### config.mk
export PLATFORM = sky130hd
export DESIGN_NAME = ser_status_event
export DESIGN_NICKNAME = d
export VERILOG_FILES = /design/src/ser_pkg.sv /design/src/ser_status_event.sv
export SDC_FILE = /design/constraint.sdc
export NUM_CORES = 1
export LEC_CHECK = 0
export ABC_AREA = 1
export BUFFER_PORTS_ARGS = -buffer_cell sky130_fd_sc_hd__buf_2
export CAP_MARGIN = 20
export CORE_MARGIN = 2
export CORE_UTILIZATION = 45
export DETAILED_ROUTE_END_ITERATION = 16
export GPL_TIMING_DRIVEN = 0
export PLACE_DENSITY_LB_ADDON = 0.25
export SETUP_SLACK_MARGIN = 0.15
export SYNTH_ARGS = -nofsm -noshare
export SYNTH_HDL_FRONTEND = slang
export SYNTH_SLANG_ARGS = --single-unit
### constraint.sdc
create_clock -name clk -period 1.1 [get_ports clk]
set_clock_uncertainty 0.15 [all_clocks]
set_input_delay 0.275 -clock clk [delete_from_list [all_inputs] [get_ports clk]]
set_output_delay 0.275 -clock clk [all_outputs]
set_load 0.05 [all_outputs]
### src/ser_pkg.sv
// Purpose: Shared types and constants for status event reporting
// Assumes: Single clock, commands decoded upstream into one-cycle pulses
// Notes: Register values are plain binary; binary-weighted decimal is that value
package ser_pkg;
  localparam int SER_WIDTH = 16;
  localparam int SER_STD_WIDTH = 8;
  localparam logic [SER_WIDTH-1:0] SER_ALL_ZERO = 16'h0000;
  localparam logic [SER_WIDTH-1:0] SER_ALL_ONE = 16'hFFFF;
  localparam logic [SER_STD_WIDTH-1:0] SER_STD_ZERO = 8'h00;

  // Register selector for writes and queries
  typedef enum logic [2:0] {
    SER_SEL_QEVENT,
    SER_SEL_QCOND,
    SER_SEL_QENABLE,
    SER_SEL_QPTR,
    SER_SEL_QNTR,
    SER_SEL_SEVENT,
    SER_SEL_SENABLE
  } ser_sel_e;

  // One command from the host parser
  typedef struct packed {
    logic write;
    logic query;
    ser_sel_e sel;
    logic [SER_WIDTH-1:0] value;
  } ser_cmd_s;

  // Global actions, one-cycle pulses
  typedef struct packed {
    logic clearStatus;
    logic afterTerminator;
    logic preset;
    logic resetCmd;
  } ser_action_s;
endpackage : ser_pkg

### src/ser_status_event.sv
// Purpose: Questionable status group and standard event enable with summaries
// Assumes: Inputs synchronous to clk; command and action fields are pulses
// Notes: Query answer appears one cycle after the query pulse
//
// Contract
// - Questionable event latches filtered events; a read returns then clears it.
// - Reset command leaves questionable event contents unchanged.
// - Query returns register as binary-weighted sum of set bits.
// - Condition register shows live status; reading changes nothing.
// - Condition bit follows its source, clearing when the condition goes.
// - Reset command clears condition except bits whose condition persists.
// - Questionable enable masks events into the questionable summary bit.
// - Preset clears every questionable enable bit.
// - Clear-status clears event registers, leaves enable registers.
// - Negative filter bit set: falling condition sets event bit.
// - Positive filter bit set: rising condition sets event bit.
// - Preset sets all positive filter bits, clears all negative ones.
// - Both filter bits set: either transition sets event bit.
// - Both filter bits clear: no transition sets event bit.
// - Clear-status clears all group events, status byte and error queue.
// - Clear-status after a terminator also empties output queue and MAV.
// - Standard enable ones report latched standard events through summary.
// - Standard event bit stays set until its query or clear-status.
`timescale 1ns/1ps
module ser_status_event
  import ser_pkg::*;
#(
  parameter int WIDTH = SER_WIDTH,
  parameter int STD_WIDTH = SER_STD_WIDTH
) (
  input wire logic clk,
  input wire logic rstn,
  input wire logic [WIDTH-1:0] condSource,
  input wire logic [STD_WIDTH-1:0] stdEventSet,
  input wire ser_cmd_s cmd,
  input wire ser_action_s action,
  output logic [WIDTH-1:0] queryData,
  output logic queryValid,
  output logic quesSummary,
  output logic esbSummary,
  output logic clearStatusByte,
  output logic clearErrorQueue,
  output logic clearOutputQueue
);

  // ****************************************
  // Storage
  // ****************************************
  logic [WIDTH-1:0] condition;
  logic [WIDTH-1:0] quesEvent;
  logic [WIDTH-1:0] quesEnable;
  logic [WIDTH-1:0] posFilter;
  logic [WIDTH-1:0] negFilter;
  logic [STD_WIDTH-1:0] stdEvent;
  logic [STD_WIDTH-1:0] stdEnable;

  logic [WIDTH-1:0] rising;
  logic [WIDTH-1:0] falling;
  logic [WIDTH-1:0] filtered;
  logic readQuesEvent;
  logic readStdEvent;

  function automatic logic isWrite(input ser_cmd_s c, input ser_sel_e s);
    isWrite = c.write && (c.sel == s);
  endfunction : isWrite

  function automatic logic isQuery(input ser_cmd_s c, input ser_sel_e s);
    isQuery = c.query && (c.sel == s);
  endfunction : isQuery

  // ****************************************
  // Transition filter
  // ****************************************
  assign rising = ~condition & condSource;
  assign falling = condition & ~condSource;
  // Either, both or neither direction passes per bit
  assign filtered = (rising & posFilter) | (falling & negFilter);
  assign readQuesEvent = isQuery(cmd, SER_SEL_QEVENT);
  assign readStdEvent = isQuery(cmd, SER_SEL_SEVENT);

  // Live copy; a reset command reloads from source so persisting bits stay
  always_ff @(posedge clk or negedge rstn) begin
    if (!rstn) begin
      condition <= SER_ALL_ZERO;
    end else if (action.resetCmd) begin
      condition <= condSource;
    end else begin
      condition <= condSource;
    end
  end

  // ****************************************
  // Event registers
  // ****************************************
  // New events OR in after the clear so none is lost; resetCmd not looked at
  always_ff @(posedge clk or negedge rstn) begin
    if (!rstn) begin
      quesEvent <= SER_ALL_ZERO;
    end else if (readQuesEvent || action.clearStatus) begin
      quesEvent <= filtered;
    end else begin
      quesEvent <= quesEvent | filtered;
    end
  end

  always_ff @(posedge clk or negedge rstn) begin
    if (!rstn) begin
      stdEvent <= SER_STD_ZERO;
    end else if (readStdEvent || action.clearStatus) begin
      stdEvent <= stdEventSet;
    end else begin
      stdEvent <= stdEvent | stdEventSet;
    end
  end

  // ****************************************
  // Masks and filters
  // ****************************************
  // Written value is the plain binary image of the host's decimal figure
  always_ff @(posedge clk or negedge rstn) begin
    if (!rstn) begin
      quesEnable <= SER_ALL_ZERO;
    end else if (action.preset) begin
      quesEnable <= SER_ALL_ZERO;
    end else if (isWrite(cmd, SER_SEL_QENABLE)) begin
      quesEnable <= cmd.value[WIDTH-1:0];
    end
  end

  always_ff @(posedge clk or negedge rstn) begin
    if (!rstn) begin
      posFilter <= SER_ALL_ONE;
      negFilter <= SER_ALL_ZERO;
    end else if (action.preset) begin
      posFilter <= SER_ALL_ONE;
      negFilter <= SER_ALL_ZERO;
    end else begin
      if (isWrite(cmd, SER_SEL_QPTR)) begin
        posFilter <= cmd.value[WIDTH-1:0];
      end
      if (isWrite(cmd, SER_SEL_QNTR)) begin
        negFilter <= cmd.value[WIDTH-1:0];
      end
    end
  end

  // Clear-status never touches enables
  always_ff @(posedge clk or negedge rstn) begin
    if (!rstn) begin
      stdEnable <= SER_STD_ZERO;
    end else if (isWrite(cmd, SER_SEL_SENABLE)) begin
      stdEnable <= cmd.value[STD_WIDTH-1:0];
    end
  end

  // ****************************************
  // Summaries and side actions
  // ****************************************
  // Registered, so a summary lags its event by one cycle
  always_ff @(posedge clk or negedge rstn) begin
    if (!rstn) begin
      quesSummary <= 1'b0;
      esbSummary <= 1'b0;
    end else begin
      quesSummary <= |(quesEvent & quesEnable);
      esbSummary <= |(stdEvent & stdEnable);
    end
  end

  always_ff @(posedge clk or negedge rstn) begin
    if (!rstn) begin
      clearStatusByte <= 1'b0;
      clearErrorQueue <= 1'b0;
      clearOutputQueue <= 1'b0;
    end else begin
      clearStatusByte <= action.clearStatus;
      clearErrorQueue <= action.clearStatus;
      clearOutputQueue <= action.clearStatus && action.afterTerminator;
    end
  end

  // ****************************************
  // Query answer
  // ****************************************
  always_ff @(posedge clk or negedge rstn) begin
    if (!rstn) begin
      queryData <= SER_ALL_ZERO;
      queryValid <= 1'b0;
    end else begin
      queryValid <= cmd.query;
      case (cmd.sel)
        SER_SEL_QEVENT: queryData <= quesEvent;
        SER_SEL_QCOND: queryData <= condition;
        SER_SEL_QENABLE: queryData <= quesEnable;
        SER_SEL_QPTR: queryData <= posFilter;
        SER_SEL_QNTR: queryData <= negFilter;
        SER_SEL_SEVENT: queryData <= {{(WIDTH-STD_WIDTH){1'b0}}, stdEvent};
        SER_SEL_SENABLE: queryData <= {{(WIDTH-STD_WIDTH){1'b0}}, stdEnable};
        default: queryData <= SER_ALL_ZERO;
      endcase
    end
  end

endmodule : ser_status_event

==> results of run 1 <==
-- sequential cells by signal (all words and copies together), names as in the netlist, 8 cells and up --
name	count
condition	16
negFilter	16
posFilter	16
queryData	16
quesEnable	16
quesEvent	16
stdEnable	8
stdEvent	8
-- worst max-delay path: stages (launching register included) --
cell and delay (ns):
dfrtp_2 0.41, buf_8 0.12, buf_8 0.14
-- cell type report --
class / count / area share, %
inverter: 53 / 2.92
timing repair buffer: 155 / 17.1
buffer: 35 / 3.95
sequential: 117 / 34.9
clock buffer: 23 / 5.72
tap: 168 / 2.46
clock inverter: 9 / 1.73
multi-input combinational: 497 / 31.2
-- report_power, final --
group / switching, mW / internal, mW / total [mW]
registers: 0.267 / 4.70 / 4.97
logic: 1.30 / 0.881 / 2.18
clock network: 1.98 / 4.01 / 5.99
total: 3.55 / 9.59 / 13.1
-- Yosys cell counts (all sizes together) --
master    n  area, um2
inv      51        194
nand3   101        548
clkinv    2       8.75
clkbuf   10       37.5
o21bai    8       60.1
dfrtp   101       2530
buf      25        165
nor2     71        293
nand4    38        238
dfstp    16        420
o21ai    26        130
nand2   236        896
a31oi    16        100
-- logic make-up after synthesis --
logic type,count (synthesis),share of synthesized area (%)
and+or+nand+nor,446,35.1
DFF,117,52.5
buffers and inverters,88,7.22
AOI/OAI and AO/OA,50,5.17
-- worst min-delay path by stage --
| stage | endpoint | slack (ns) | cells after the start |
|---|---|---|---|
| after floorplan | clearErrorQueue$_DFF_PN0_ | -0.17 | 0 |
| after global placement | condition[14]$_DFF_PN0_ | 0.26 | 1 |
| after detailed placement | quesEvent[11]$_DFF_PN0_ | 0.05 | 1 |
| after CTS | negFilter[11]$_DFFE_PN0P_ | -0.39 | 1 |
| after global routing | quesEvent[11]$_DFF_PN0_ | -0.36 | 1 |
| final | quesEvent[11]$_DFF_PN0_ | -0.40 | 1 |
-- metrics by stage --
stage / std cells / instance area (um2) / hold WS [ns] / setup slack (ns)
2_1_floorplan: 701 / 5820 / -0.171 / -0.143
3_3_place_gp: 938 / 6370 / 0.262 / -2.03
3_5_place_dp: 939 / 6400 / 0.0538 / -0.649
4_1_cts: 1043 / 8080 / -0.394 / -0.432
5_1_grt: 1057 / 8530 / -0.364 / -0.443
6_report: 1057 / 8530 / -0.400 / -0.426
-- per-layer routing --
metal	share of wire [%]	up-vias	global-route usage [%]
met5	0	-	0
met4	3.4	0	16.1
met3	8.9	58	6.64
met2	49	303	48.7
met1	39	2845	37.5
li1	-	2658	-
-- what timing repair did --
| action | 4_1_cts | 5_1_grt |
|---|---|---|
| gates resized for setup | 105 | 96 |
| cloned | 2 | 3 |
| setup endpoints to repair | 101 | 114 |
| setup buffers | 27 | 21 |
| pin swaps | 73 | 78 |
| endpoints found under the hold margin | 92 | 46 |
| hold buffers | 43 | 1 |
==> out/qor.csv, run 1 <==
metric,value,unit
layout_common_cells,"nand2_1 (189), dfrtp_1 (80), nand3_1 (73)",
dieHeight,116,um
reg2reg_from,quesEvent[1]$_DFF_PN0_,
fill_cells,902,
setup-tns-final,-6.82,ns
register_area,2970,um2
worstMarginPinSlew,0.409,ns
crit_type,register to output port,
dr.first_iter.drc_count,542,
drv_cap,0,
max_freq,0.655,GHz
syn_area,5620,um2
outcome,"complete, but fails checks",
min_period,1.53,ns
grt_max_degree,80,
grt_pass1_wl,29500,um
die_w,116,um
synth.distinct_cells,27,
wl_per_cell,18.6,um
antenna_cells,0,
grt_pass1_vias,5691,
worstRegToRegCells,4,
postSynthCellCount,701,
required,0.67,ns
finalSetupViolCount,23,
cts_root_buffer,clkbuf_16,
numCtsBuffers,17,
endpoint,clearStatusByte,
nets,927,
ios,73,
gp_congestion,0.901,
reg2reg_slack,-0.09,ns
drc_errors,0,
setup_ws,-0.426,ns
peakVddDrop,1.12,mV
cp-startpoint,clearErrorQueue$_DFF_PN0_,
ys_seq_elements,117,
path_clk_slew,0.06,ns
worstPathMaxFanout,2,
violations,"hold timing, setup timing",
hold_class,input port to async pin,
slew_violations,0,
cts_tree,done,
viasPerCell,5.55,
grt_use_total,30.0,%
hold_viol,66,
power.total,13.1,mW
grt.overflow.total,0,
cp.arrival,1.10,ns
final_common_cell,nand2_1,
grt_antenna_before_repair,0,
cts_sinks,117,
synth_nets,752,
cp-start-kind,register,
r2r_end,quesSummary$_DFF_PN0_,
die-area,13400,um2
area_delta_synth_final,51.8,%
holdWs,-0.400,ns
clock_tree.buffer_depth,2,
period_share,139,%
port_buffers,69,
core-area,12100,um2
power_density,1540,nW/um2
htree_levels,4,
yosysSeqAreaShare,52.5,%
fin_util,70.4,%
multiInputGateArea,2660,um2
totalWireLength,19600,um
syn_area_per_cell,8.01,um2
end_kind,output port,
dp_hpwl,11500,um
relSlewSlack,72.8,%
rsz0062_at_grt,true,
yosys_warnings,0,
layout-drive-gt1-share,36.8,%
num_rows,40,
route.vias.total,5864,
clk_latency,0.43,ns
ant_nets,0,
initial_core_util,46.4,%
dr.pass1.iters,5,
power.leakage,4.43,nW
Power figures use the tool's default switching activity.
==> inputs of run 2 (changes only) <==
ABC_AREA = unset   (was 1)
==> run 2 against run 1 <==
- critical endpoint unchanged
- maximum frequency increased by 0.92%
- sequential cell count did not move
- global-route usage is 5.9 points higher
- the run still ends with hold timing, setup timing left
- non-clock buffer count rose by 21
- via count down 2.4%
- synthesized cell count decreased by 29%
- cell count down 20%
- sequential power is essentially flat
==> out/qor.csv, run 2 <==
metric,value,unit
cts_tree,done,
path_clk_slew,0.05,ns
drv_cap,0,
initial_core_util,46.4,%
dp_hpwl,10700,um
grt_antenna_before_repair,1,
ios,73,
peakVddDrop,2.00,mV
dr.first_iter.drc_count,788,
yosysSeqAreaShare,55.4,%
end_kind,output port,
syn_area_per_cell,10.6,um2
slew_violations,0,
die-area,12700,um2
place_ws,-0.982,ns
synthTopCellsByCount,"dfrtp_1 (101), nand2_1 (88), a21oi_1 (52)",
dr.pass1.iters,6,
worstMarginPinSlew,0.613,ns
synth_area_leaders,"dfrtp_1 (48%), dfstp_2 (7.9%), nand2_1 (6.2%)",
clock_tree.buffer_depth,2,
htree_levels,4,
nets,744,
synth_nets,551,
synth.distinct_cells,38,
yosysMostFrequentCell,dfrtp_1,
synthFlopType,dfrtp_1,
postSynthCellCount,500,
async_flop_share,100,%
max_freq,0.661,GHz
numCtsBuffers,17,
relSlewSlack,59.1,%
hold_viol,58,
synth_enable_flop_cells,0,
clk_latency,0.43,ns
cp-startpoint,clearErrorQueue$_DFF_PN0_,
required,0.67,ns
num_rows,39,
rsz0062_at_grt,true,
cts_root_buffer,clkbuf_16,
ant_nets,0,
fin_area,9500,um2
port_buffers,70,
ys_seq_elements,117,
cp.arrival,1.09,ns
drc_errors,0,
layout_common_cells,"dfrtp_1 (79), buf_6 (52), a21oi_2 (50)",
syn_area,5320,um2
dieHeight,113,um
min_period,1.51,ns
gp_congestion,0.856,
yosys_warnings,0,
holdWs,-0.392,ns
finalSetupViolCount,106,
grt_pass1_vias,5830,
reg2reg_from,quesEnable[1]$_DFFE_PN0P_,
finalNonFillerCells,849,
grt_pass1_wl,33900,um
antenna_cells,0,
grt_max_degree,77,
layout-drive-gt1-share,62.9,%
power_density,1540,nW/um2
yosysTopAreaCellShare,47.5,%
die_w,113,um
final_common_cell,dfrtp_1,
place_area,6260,um2
route.vias.total,5724,
wl_per_cell,29.0,um
holdBufCountCts,29,
period_share,137,%
cts_sinks,117,
violations,"hold timing, setup timing",
fill_cells,516,
hold_class,input port to async pin,
crit_type,register to output port,
setup_ws,-0.412,ns
power.leakage,4.15,nW
place_inst,714,
worstPathMaxFanout,2,
grt_use_total,35.9,%
totalWireLength,24600,um
outcome,"complete, but fails checks",
grt.overflow.total,0,
cp-start-kind,register,
area_delta_synth_final,78.6,%
synth_top_cell_by_area,dfrtp_1,
core-area,11500,um2
viasPerCell,6.74,
[run 2: changes by cell type after synthesis, sizes merged, moves of 35 or more]
cell | previous run | this run
nand2 | 236 | 88
nand3 | 101 | 0
nand4 | 38 | 2
inv | 51 | 16
a21oi | 0 | 52
nor2 | 71 | 18
[run 2: metal layers]
metal	vias to the layer above	part of all wire (%)	routed length [um]	GRT usage (%)
met5	-	0	0	0
met4	0	9.0	2210	19.4
met3	186	11	2790	11.7
met2	523	46	11300	56.9
met1	2810	34	8350	43.7
li1	2205	-	-	-
[run 2: timing repair]
| item | CTS | global route |
|---|---|---|
| cloned | 10 | 1 |
| buffers inserted | 46 | 17 |
| endpoints found under the hold margin | 103 | 51 |
| endpoints found under the setup margin | 114 | 121 |
| pin swaps | 61 | 32 |
| resized for setup | 267 | 84 |
[run 2: final cells by class]
| type | instances | area, um2 | area share (%) |
|---|---|---|---|
| Inverter | 16 | 60.1 | 0.632 |
| Tap cell | 143 | 179 | 1.88 |
| Clock buffer | 19 | 453 | 4.77 |
| Multi-Input combinational cell | 330 | 3250 | 34.3 |
| Buffer | 37 | 502 | 5.28 |
| Timing Repair Buffer | 174 | 1800 | 19.0 |
| Sequential cell | 117 | 2980 | 31.3 |
| Clock inverter | 13 | 275 | 2.90 |
[run 2: metrics by stage]
step	total power [mW]	TNS (ns)	hold slack [ns]	utilization (%)
floorplan	5.89	-16.03	-0.171	-
global placement	6.44	-259.02	0.262	54.3
detailed placement	6.49	-57.58	0.0646	54.6
CTS	14.1	-11.50	-0.377	78.5
global route	14.9	-18.63	-0.362	82.8
finish	14.6	-16.65	-0.392	82.8
[run 2: power breakdown]
part	switching, mW	leakage [nW]	total [mW]	internal [mW]
Sequential	0.321	1.41	4.94	4.62
Clock	2.14	0.341	6.96	4.82
Combinational	1.42	2.40	2.69	1.27
Total	3.88	4.15	14.6	10.7
[run 2: cell families (layout without fill, tap and decap cells)]
kind of cell,after synthesis,after routing,share of synthesized area (%)
AO/OA/AOI/OAI,125,125,16.0
buffers and inverters,53,259,5.13
flip-flops,117,117,55.4
multiplexers,33,33,6.75
AND/OR/NAND/NOR,172,172,16.7
[run 2: worst max-delay path, stage by stage (launching register included)]
cell     delay (ns)
dfrtp_2        0.41
buf_8          0.12
buf_6          0.14
[run 2: path summary, 6_finish.rpt]
check / slack [ns] / end / cells after the start
hold / removal: -0.39 / condition[1]$_DFF_PN0_ / 1
setup / recovery: -0.41 / clearStatusByte / 2
hold reg to reg: 0.41 / negFilter[1]$_DFFE_PN0P_ / 2
max in group asynchronous: 0.43 / posFilter[13]$_DFFE_PN1P_ / 2
min in group clk: -0.02 / quesEvent[8]$_DFF_PN0_ / 3
setup reg to reg: -0.39 / quesSummary$_DFF_PN0_ / 3
